--- src/common/word_loader_pkg.sv ---
// shared constants for the six-channel decimating word loader
package word_loader_pkg;
    localparam int WORD_W = 12;
    localparam int CHANNELS = 6;
    localparam logic [2:0] FIRST_CH = 3'h0;
    localparam logic [2:0] LAST_CH = 3'h5;
    localparam logic [11:0] WORD_RESET = 12'h000;
    localparam int SYNC_STAGES = 3;
    localparam logic [2:0] LOAD_EDGES = 3'h6;
endpackage : word_loader_pkg

--- src/common/edge_if.sv ---
// rise and fall events from the edge finder to the loader core
`timescale 1ns/100ps
interface edge_if;
    logic rise;
    logic fall;
    logic [11:0] word;
    logic begin_lvl;
    logic strobe_lvl;
    logic edge_sel;
    modport source (output rise, output fall, output word, output begin_lvl, output strobe_lvl, output edge_sel);
    modport sink (input rise, input fall, input word, input begin_lvl, input strobe_lvl, input edge_sel);
endinterface : edge_if

--- src/hdl/pin_sync.sv ---
// three-stage synchroniser with agreement filter for a W-bit group of pins
`timescale 1ns/100ps
module pin_sync
    import word_loader_pkg::*;
#(
    parameter int W = 1
)
(
    input wire logic clk,
    input wire logic arst_n,
    input wire logic [W-1:0] pin,
    output logic [W-1:0] level
);
    logic [W-1:0] s1_reg;
    logic [W-1:0] s2_reg;
    logic [W-1:0] s3_reg;

    always_ff @(posedge clk or negedge arst_n)
    begin
        if (!arst_n)
        begin
            s1_reg <= '0;
            s2_reg <= '0;
            s3_reg <= '0;
        end
        else
        begin
            s1_reg <= pin;
            s2_reg <= s1_reg;
            s3_reg <= s2_reg;
        end
    end

    // a bit changes only once stages two and three agree
    always_ff @(posedge clk or negedge arst_n)
    begin
        if (!arst_n)
            level <= '0;
        else
        begin
            for (int i = 0; i < W; i++)
            begin
                if (s2_reg[i] == s3_reg[i])
                    level[i] <= s3_reg[i];
            end
        end
    end
endmodule : pin_sync

--- src/hdl/edge_finder.sv ---
// samples the link clock and all link pins, reports clock edges
`timescale 1ns/100ps
module edge_finder
    import word_loader_pkg::*;
(
    input wire logic clk,
    input wire logic arst_n,
    input wire logic link_clk,
    input wire logic [WORD_W-1:0] pixel_word_in,
    input wire logic sequence_begin,
    input wire logic output_update_strobe,
    input wire logic edge_select,
    edge_if.source ev
);
    localparam int PW = WORD_W + 4;
    logic [PW-1:0] lvl;
    logic clk_prev_reg;

    // data travels through the same depth as the clock so it is sampled as it stood at the edge
    pin_sync #(.W(PW)) u_sync (
        .clk(clk),
        .arst_n(arst_n),
        .pin({link_clk, edge_select, output_update_strobe, sequence_begin, pixel_word_in}),
        .level(lvl)
    );

    always_ff @(posedge clk or negedge arst_n)
    begin
        if (!arst_n)
            clk_prev_reg <= 1'b0;
        else
            clk_prev_reg <= lvl[PW-1];
    end

    assign ev.rise = lvl[PW-1] & ~clk_prev_reg;
    assign ev.fall = ~lvl[PW-1] & clk_prev_reg;
    assign ev.word = lvl[WORD_W-1:0];
    assign ev.begin_lvl = lvl[WORD_W];
    assign ev.strobe_lvl = lvl[WORD_W+1];
    assign ev.edge_sel = lvl[WORD_W+2];
endmodule : edge_finder

--- src/hdl/word_loader.sv ---
// six-channel decimating word loader: sequencing, channel latches, output stage
// Behaviour
// - twelve-bit pixel word, bit 11 most significant
// - six 12-bit channels filled from one bus
// - edge select high rising, low falling active
// - load only on active edges
// - rising mode: start needs start at previous rise
// - falling mode: start needs start at previous fall
// - direction low first channel 0, high 5
// - strobe on rise moves data next fall
// - invert selects output region, passed to stage
// - standby disables the logic
// - a start loads six words on six edges
// - pointer up from 0 or down from 5
// - all six outputs update together
// - standby discards channel and output words
`timescale 1ns/100ps
module word_loader
    import word_loader_pkg::*;
(
    input wire logic clk,
    input wire logic arst_n,
    input wire logic link_clk,
    input wire logic [WORD_W-1:0] pixel_word_in,
    input wire logic sequence_begin,
    input wire logic output_update_strobe,
    input wire logic edge_select,
    input wire logic load_direction,
    input wire logic polarity_invert,
    input wire logic low_power_request,
    output logic [WORD_W-1:0] column_drive_out [CHANNELS],
    output logic region_upper,
    output logic loading,
    output logic standby_active
);
    typedef enum logic [0:0] {IDLE, LOAD} load_state_e;

    edge_if ev ();
    logic [2:0] misc_lvl;
    logic active_edge;
    logic begin_armed_reg;
    logic xfer_pending_reg;
    logic [2:0] ptr_reg;
    logic [2:0] count_reg;
    logic dir_reg;
    load_state_e state_reg;
    logic [WORD_W-1:0] latch_reg [CHANNELS];
    logic start_now;

    function automatic logic [2:0] step_ptr(input logic [2:0] p, input logic down);
        step_ptr = down ? 3'(p - 3'h1) : 3'(p + 3'h1);
    endfunction : step_ptr

    edge_finder u_edges (
        .clk(clk),
        .arst_n(arst_n),
        .link_clk(link_clk),
        .pixel_word_in(pixel_word_in),
        .sequence_begin(sequence_begin),
        .output_update_strobe(output_update_strobe),
        .edge_select(edge_select),
        .ev(ev)
    );

    // quasi-static controls get the same three-stage filter
    pin_sync #(.W(3)) u_misc (
        .clk(clk),
        .arst_n(arst_n),
        .pin({load_direction, polarity_invert, low_power_request}),
        .level(misc_lvl)
    );

    wire standby = misc_lvl[0];

    assign active_edge = ev.edge_sel ? ev.rise : ev.fall;
    // start is honoured only if it was seen high at the previous active edge
    assign start_now = active_edge & begin_armed_reg;

    fall_polarity_a: assert property (@(posedge clk) disable iff (!arst_n)
        (active_edge && !ev.edge_sel) |-> ev.fall)
        else $error("wrong falling edge polarity");
    edges_apart_a: assert property (@(posedge clk) disable iff (!arst_n)
        1'b1 |-> !(ev.rise && ev.fall))
        else $error("rise and fall reported together");

    always_ff @(posedge clk or negedge arst_n)
    begin
        if (!arst_n)
            begin_armed_reg <= 1'b0;
        else if (standby)
            begin_armed_reg <= 1'b0;
        else if (active_edge)
            begin_armed_reg <= ev.begin_lvl;
    end

    // outside standby, arming follows the start level at every active edge and nowhere else
    arm_on_edge_a: assert property (@(posedge clk) disable iff (!arst_n)
        (active_edge && !standby && ev.edge_sel) |=> (begin_armed_reg == $past(ev.begin_lvl)))
        else $error("start level not taken at rising edge");
    arm_on_fall_a: assert property (@(posedge clk) disable iff (!arst_n)
        (active_edge && !standby && !ev.edge_sel) |=> (begin_armed_reg == $past(ev.begin_lvl)))
        else $error("start level not taken at falling edge");
    arm_hold_a: assert property (@(posedge clk) disable iff (!arst_n)
        (!active_edge && !standby) |=> $stable(begin_armed_reg))
        else $error("start level taken off an active edge");
    fall_start_arm_a: assert property (@(posedge clk) disable iff (!arst_n)
        (state_reg == IDLE && !ev.edge_sel && !begin_armed_reg) |=> (state_reg == IDLE))
        else $error("falling sequence began without prior start");

    // sequencer: pointer and remaining-word count
    always_ff @(posedge clk or negedge arst_n)
    begin
        if (!arst_n)
        begin
            state_reg <= IDLE;
            ptr_reg <= FIRST_CH;
            count_reg <= 3'h0;
            dir_reg <= 1'b0;
        end
        else if (standby)
            state_reg <= IDLE;
        else if (start_now)
        begin
            // the start edge itself carries the first word
            dir_reg <= misc_lvl[2];
            ptr_reg <= step_ptr(misc_lvl[2] ? LAST_CH : FIRST_CH, misc_lvl[2]);
            count_reg <= 3'(LOAD_EDGES - 3'h1);
            state_reg <= LOAD;
        end
        else if (active_edge && state_reg == LOAD)
        begin
            ptr_reg <= step_ptr(ptr_reg, dir_reg);
            count_reg <= 3'(count_reg - 3'h1);
            if (count_reg == 3'h1)
                state_reg <= IDLE;
        end
    end

    // pointer, count and direction move only as a sequence demands
    start_count_a: assert property (@(posedge clk) disable iff (!arst_n)
        (start_now && !standby) |=> (state_reg == LOAD && count_reg == 3'(LOAD_EDGES - 3'h1)))
        else $error("sequence did not start with five words left");
    count_step_a: assert property (@(posedge clk) disable iff (!arst_n)
        (active_edge && state_reg == LOAD && !start_now && !standby)
        |=> (count_reg == 3'($past(count_reg) - 3'h1)))
        else $error("word count did not step");
    up_step_a: assert property (@(posedge clk) disable iff (!arst_n)
        (active_edge && state_reg == LOAD && !start_now && !standby && !dir_reg)
        |=> (ptr_reg == 3'($past(ptr_reg) + 3'h1)))
        else $error("ascending pointer did not step up");
    down_step_a: assert property (@(posedge clk) disable iff (!arst_n)
        (active_edge && state_reg == LOAD && !start_now && !standby && dir_reg)
        |=> (ptr_reg == 3'($past(ptr_reg) - 3'h1)))
        else $error("descending pointer did not step down");
    dir_hold_a: assert property (@(posedge clk) disable iff (!arst_n)
        (!start_now) |=> $stable(dir_reg))
        else $error("direction changed inside a sequence");
    idle_no_count_a: assert property (@(posedge clk) disable iff (!arst_n)
        (state_reg == IDLE && !start_now) |=> (state_reg == IDLE))
        else $error("sequence resumed without a start");

    // channel latches; all share the one word bus
    always_ff @(posedge clk or negedge arst_n)
    begin
        if (!arst_n)
        begin
            for (int i = 0; i < CHANNELS; i++)
                latch_reg[i] <= WORD_RESET;
        end
        else if (standby)
        begin
            for (int i = 0; i < CHANNELS; i++)
                latch_reg[i] <= WORD_RESET;
        end
        else if (start_now)
            latch_reg[misc_lvl[2] ? LAST_CH : FIRST_CH] <= ev.word;
        else if (active_edge && state_reg == LOAD)
            latch_reg[ptr_reg] <= ev.word;
    end

    // only the pointed channel takes the word, and only on an active edge
    load_word_a: assert property (@(posedge clk) disable iff (!arst_n)
        (active_edge && state_reg == LOAD && !start_now && !standby)
        |=> (latch_reg[$past(ptr_reg)] == $past(ev.word)))
        else $error("word not stored in pointed channel");
    no_load_off_a: assert property (@(posedge clk) disable iff (!arst_n)
        (!active_edge && !standby) |=> ($stable(latch_reg[2]) && $stable(latch_reg[4])))
        else $error("latch written off an active edge");
    msb_kept_a: assert property (@(posedge clk) disable iff (!arst_n)
        (start_now && !standby && !misc_lvl[2]) |=> (latch_reg[0][WORD_W-1] == $past(ev.word[WORD_W-1])))
        else $error("word top bit lost");

    // transfer: strobe seen on a rise, applied at the following fall
    always_ff @(posedge clk or negedge arst_n)
    begin
        if (!arst_n)
            xfer_pending_reg <= 1'b0;
        else if (standby)
            xfer_pending_reg <= 1'b0;
        else if (ev.rise)
            xfer_pending_reg <= ev.strobe_lvl;
        else if (ev.fall)
            xfer_pending_reg <= 1'b0;
    end

    // a strobe is taken on a rise and is spent by the very next fall
    strobe_on_rise_a: assert property (@(posedge clk) disable iff (!arst_n)
        (ev.rise && !standby) |=> (xfer_pending_reg == $past(ev.strobe_lvl)))
        else $error("strobe not sampled at rising edge");
    strobe_spent_a: assert property (@(posedge clk) disable iff (!arst_n)
        (ev.fall && !standby) |=> !xfer_pending_reg)
        else $error("pending transfer outlived its fall");

    always_ff @(posedge clk or negedge arst_n)
    begin
        if (!arst_n)
        begin
            for (int i = 0; i < CHANNELS; i++)
                column_drive_out[i] <= WORD_RESET;
        end
        else if (standby)
        begin
            for (int i = 0; i < CHANNELS; i++)
                column_drive_out[i] <= WORD_RESET;
        end
        else if (ev.fall && xfer_pending_reg)
        begin
            // a word loaded on this same fall is not yet in the latch; it goes next transfer
            for (int i = 0; i < CHANNELS; i++)
                column_drive_out[i] <= latch_reg[i];
        end
        // otherwise hold, whatever the loader does
    end

    // all six words move in one clock, and outside standby nothing moves without a pending strobe
    all_outputs_a: assert property (@(posedge clk) disable iff (!arst_n)
        (ev.fall && xfer_pending_reg && !standby)
        |=> (column_drive_out[3] == $past(latch_reg[3]) && column_drive_out[5] == $past(latch_reg[5])))
        else $error("outputs not updated together");
    no_strobe_hold_a: assert property (@(posedge clk) disable iff (!arst_n)
        (!xfer_pending_reg && !standby) |=> ($stable(column_drive_out[0]) && $stable(column_drive_out[4])))
        else $error("outputs changed with no pending transfer");

    always_ff @(posedge clk or negedge arst_n)
    begin
        if (!arst_n)
        begin
            region_upper <= 1'b0;
            loading <= 1'b0;
            standby_active <= 1'b0;
        end
        else
        begin
            region_upper <= misc_lvl[1];
            loading <= (state_reg == LOAD) & ~standby;
            standby_active <= standby;
        end
    end

    // status outputs follow the filtered controls one clock later
    region_upper_a: assert property (@(posedge clk) disable iff (!arst_n)
        misc_lvl[1] |=> region_upper)
        else $error("upper region not selected");
    region_lower_a: assert property (@(posedge clk) disable iff (!arst_n)
        !misc_lvl[1] |=> !region_upper)
        else $error("lower region not selected");
    standby_flag_a: assert property (@(posedge clk) disable iff (!arst_n)
        standby |=> (standby_active && !loading))
        else $error("standby not reported");
    standby_quiet_a: assert property (@(posedge clk) disable iff (!arst_n)
        standby |=> (!begin_armed_reg && !xfer_pending_reg && state_reg == IDLE))
        else $error("standby left logic running");
    standby_empty_a: assert property (@(posedge clk) disable iff (!arst_n)
        standby |=> (latch_reg[0] == WORD_RESET && column_drive_out[5] == WORD_RESET))
        else $error("standby kept a stored word");
    loading_flag_a: assert property (@(posedge clk) disable iff (!arst_n)
        (state_reg == IDLE) |=> !loading)
        else $error("loading shown while idle");

    transfer_on_fall_a: assert property (@(posedge clk) disable iff (!arst_n)
        (ev.fall && xfer_pending_reg && !standby) |=> (column_drive_out[0] == $past(latch_reg[0])))
        else $error("transfer did not copy latch on fall");
    hold_outputs_a: assert property (@(posedge clk) disable iff (!arst_n)
        (!ev.fall && !standby) |=> $stable(column_drive_out[5]))
        else $error("outputs changed without transfer");
    standby_clear_a: assert property (@(posedge clk) disable iff (!arst_n)
        standby |=> (latch_reg[3] == WORD_RESET && column_drive_out[2] == WORD_RESET))
        else $error("standby left stored words");
    first_channel_a: assert property (@(posedge clk) disable iff (!arst_n)
        (start_now && !standby && !misc_lvl[2]) |=> (latch_reg[0] == $past(ev.word) && ptr_reg == 3'h1))
        else $error("ascending start not at channel 0");
    descend_start_a: assert property (@(posedge clk) disable iff (!arst_n)
        (start_now && !standby && misc_lvl[2]) |=> (latch_reg[5] == $past(ev.word) && ptr_reg == 3'h4))
        else $error("descending start not at channel 5");
    start_needs_arm_a: assert property (@(posedge clk) disable iff (!arst_n)
        (state_reg == IDLE && !begin_armed_reg) |=> (state_reg == IDLE))
        else $error("sequence began without prior start");
    six_edges_a: assert property (@(posedge clk) disable iff (!arst_n)
        (state_reg == LOAD && active_edge && count_reg == 3'h1 && !start_now && !standby)
        |=> (state_reg == IDLE))
        else $error("sequence length not six edges");
    idle_ignores_a: assert property (@(posedge clk) disable iff (!arst_n)
        (state_reg == IDLE && !start_now) |=> $stable(latch_reg[1]) || $past(standby))
        else $error("latch written outside a sequence");
    edge_polarity_a: assert property (@(posedge clk) disable iff (!arst_n)
        (active_edge && ev.edge_sel) |-> ev.rise)
        else $error("wrong active edge polarity");
endmodule : word_loader

--- config.mk ---
export PLATFORM = sky130hd
export DESIGN_NAME = word_loader
export DESIGN_NICKNAME = d
export VERILOG_FILES = /design/src/common/word_loader_pkg.sv /design/src/common/edge_if.sv /design/src/hdl/pin_sync.sv /design/src/hdl/edge_finder.sv /design/src/hdl/word_loader.sv
export SDC_FILE = /design/constraint.sdc
export NUM_CORES = 1
export LEC_CHECK = 0
export ABC_CLOCK_PERIOD_IN_PS = 3900
export BUFFER_PORTS_ARGS = -buffer_cell sky130_fd_sc_hd__buf_2
export CAP_MARGIN = 10
export CORE_AREA = 2 2 123 125
export CTS_BUF_LIST = sky130_fd_sc_hd__clkbuf_8 sky130_fd_sc_hd__clkbuf_16
export CTS_CLUSTER_DIAMETER = 40
export DETAILED_ROUTE_END_ITERATION = 12
export DIE_AREA = 0 0 125 127
export PLACE_DENSITY = 0.81
export SETUP_SLACK_MARGIN = 0.4
export SLEW_MARGIN = 20
export SYNTH_ARGS = -nofsm -noshare
export SYNTH_HDL_FRONTEND = slang
export SYNTH_SLANG_ARGS = --single-unit
--- constraint.sdc ---
create_clock -name clk -period 3.9 [get_ports clk]
set_input_delay 0.195 -clock clk [delete_from_list [all_inputs] [get_ports clk]]
set_output_delay 0.195 -clock clk [all_outputs]
set_load 0.01 [all_outputs]
==> qor.txt <==
CORE AREA - 14400 sq um
largest area contributor in the netlist - dfrtp_1
initial drt markers - 451
drt first pass iters - 5
peak supply drop - 0.000399 V
f_max - 0.404 GHz
area grow syn2layout - 19.4%
vias per inst - 5.84
non-filler cells, final - 1025
ys async rst share - 1.00
Max-slew headroom - 0.248
routed vias - 5989
Worst Hold Class - in2reg
CP Launch Type - flop
Post-synth EDFFs - 0
Max Cap Viol - 0
Worst EP required - 4.33 ns
slowest CP cell - a31oi_1
min Tclk post-route - 2.48 ns
final core utilization - 0.714
Worst Tran Pin Value - 1.13 ns
Most used DFF post-synth - dfrtp_1
Overflow after GRT - 0
number of global-route vias before repair - 6268
cts repair resizes - 0
WP data arrival - 2.91 ns
Layout Skew - 0.0105 ns
Max Used Layer - met4
most frequent cells in the layout - dfrtp_1 (233), nand2_1 (172), buf_2 (94)
Ant. Diodes - 0
layout filler cell count - 984
CTS Buffer Depth - 3
Gate Count Post-Synth - 715
setup_tns - 0 ns
RSZ-0062 raised after global routing - no
syn_area_per_cell - 12.1 sq um
Post-DRT Antenna Nets - 0
cts bufs inserted - 27
met3 wire length - 1.32 mm
die footprint - 15900 sq um
critical path capture point type - flop
number of instances in the placed design - 957
DP Area - 9190 sq um
setup ws final - 1.42 ns
CTS hold repair buffers - 20
fin area - 10300 sq um
Avg WL per Cell - 18.4 um
Sink Count - 234
warnings from Yosys - 0
post-synthesis sequential area ratio - 0.679
dpl ws - 1.48 ns
DP Wirelength - 12.0 mm
synthesized flop and latch total - 234
I/O pin count - 96
htree depth - 1
synth top area cells - dfrtp_1 (68%), nand2_1 (7.5%), o2bb2ai_1 (6.1%)
drt drc - 0
PwrDens - 526 nW/um^2
leak pwr - 0.00470 uW
ratio of cells with drive above 1 in the final layout - 0.187
first-pass GRT wire length - 31.7 mm
status - completed
port bufs - 95
initial cell density of the core - 0.598
WL final - 18.9 mm
row cnt - 44
CTS tree - done
Mapped Nets - 743
CP cell instances - inv_1 -> ha_1 -> mux2i_4 -> a211oi_1 -> a31oi_1 -> o2bb2ai_1
initial antenna violation count - 0
DRT met1 WL - 7.97 mm
routability cong. - 0.916
Cell Area, Synth - 8620 sq um
ratio of final minimum period to clock period - 0.635
postcts setup bufs - 0
crit-path max FO - 12
slowest stage delay, CP - 0.91 ns
CTS root buf - clkbuf_16
Die Wd - 125 um
Crit Path Class - reg2reg
CTS clock-pin slew for the worst setup and hold paths - 0.06 ns
Synth cell types - 43
Clock Latency Late Sink - 0.52 ns
Final Hold Viols - 0
commonest non-fill, non-tap cell in the layout - dfrtp_1
Layout Nets - 850
Final setup violation count - 0
max-slew violations - 0
Global Route Usage Sum - 0.247
largest net degree at the start of global routing - 125
met2 WL - 9.08 mm
die height - 127 um
top cell type's share of synthesized area - 0.679
-- area by class of cell --
cell class | instances | area, sq um | share of cell area
clock inverters | 16 | 158 | 0.0153
clock buffers | 32 | 744 | 0.0723
flip-flops and latches | 234 | 5860 | 0.569
inverters | 9 | 33.8 | 0.00328
repair buffers | 120 | 723 | 0.0702
well taps | 184 | 230 | 0.0224
multi-input cells | 430 | 2550 | 0.248
-- path summary, 6_finish.rpt --
kind / startpoint / end / slack, ns / cells past startpoint
worst max-delay path: u_edges.u_sync.level[15]$_DFFE_PN0N_ / latch_reg[56]$_DFFE_PN0P_ / 1.42 / 6
worst min-delay path: pixel_word_in[9] / u_edges.u_sync.s1_reg[9]$_DFF_PN0_ / 0.31 / 2
worst max register to register: u_edges.u_sync.level[15]$_DFFE_PN0N_ / latch_reg[56]$_DFFE_PN0P_ / 1.42 / 6
worst min register to register: u_edges.u_sync.s1_reg[12]$_DFF_PN0_ / u_edges.u_sync.s2_reg[12]$_DFF_PN0_ / 0.35 / 0
max in group asynchronous: arst_n / column_drive_out[24]$_DFFE_PN0P_ / 2.50 / 3
min in group asynchronous: arst_n / u_edges.u_sync.s1_reg[13]$_DFF_PN0_ / 0.35 / 2
-- stage by stage --
stage                     power (uW)  hold slack (ns)
after floorplan                 2820           -0.101
after global placement          2940            0.303
after detailed placement        2960            0.304
after CTS                       5440            0.293
after global routing            5630            0.303
final                           5410            0.308
-- power by group --
| group | internal [uW] | switching (uW) | leakage [uW] |
|---|---|---|---|
| clock network | 1500 | 970 | 0.000457 |
| logic | 114 | 234 | 0.00117 |
| registers | 2510 | 84.8 | 0.00307 |
| total | 4120 | 1290 | 0.00470 |
-- synth_stat cells (2+ instances only) --
master	n
dfrtp_1	234
nand2_1	173
a21oi_1	84
o2bb2ai_1	60
clkbuf_1	30
maj3_1	19
a22oi_1	16
nor2_1	11
buf_2	9
a32o_1	8
inv_1	8
ha_1	6
nand3_1	5
nor2b_1	5
a22o_1	4
nand2b_1	4
nor3_1	4
o21ai_0	4
and2_1	3
a31oi_1	2
buf_6	2
mux2_2	2
o22ai_1	2
-- logic make-up (layout without fill, tap and decap cells) --
family          after synthesis  after routing  share of synthesized area
compound gates              186            186                      0.150
fa+ha+maj                    26             26                     0.0331
xor+xnor                      1              1                    0.00102
flops                       234            234                      0.679
buf+inv                      51            177                     0.0257
simple gates                212            212                      0.103
mux                           5              5                    0.00813
-- worst max-delay path: cells and delay by family (launching register included) --
family                   cells  cell delay (ns)
AO/OA/AOI/OAI                3             1.24
adder cells (fa/ha/maj)      1             0.26
buffers and inverters        1             0.09
flip-flops                   1             0.42
multiplexers                 1             0.37
-- routing by layer --
| layer | global-route usage | vias to the layer above |
|---|---|---|
| li1 | - | 2711 |
| met1 | 0.338 | 2978 |
| met2 | 0.403 | 248 |
| met3 | 0.0477 | 52 |
| met4 | 0.0902 | 0 |
| met5 | 0 | - |
Note: power is estimated with default switching activity, not from simulation.
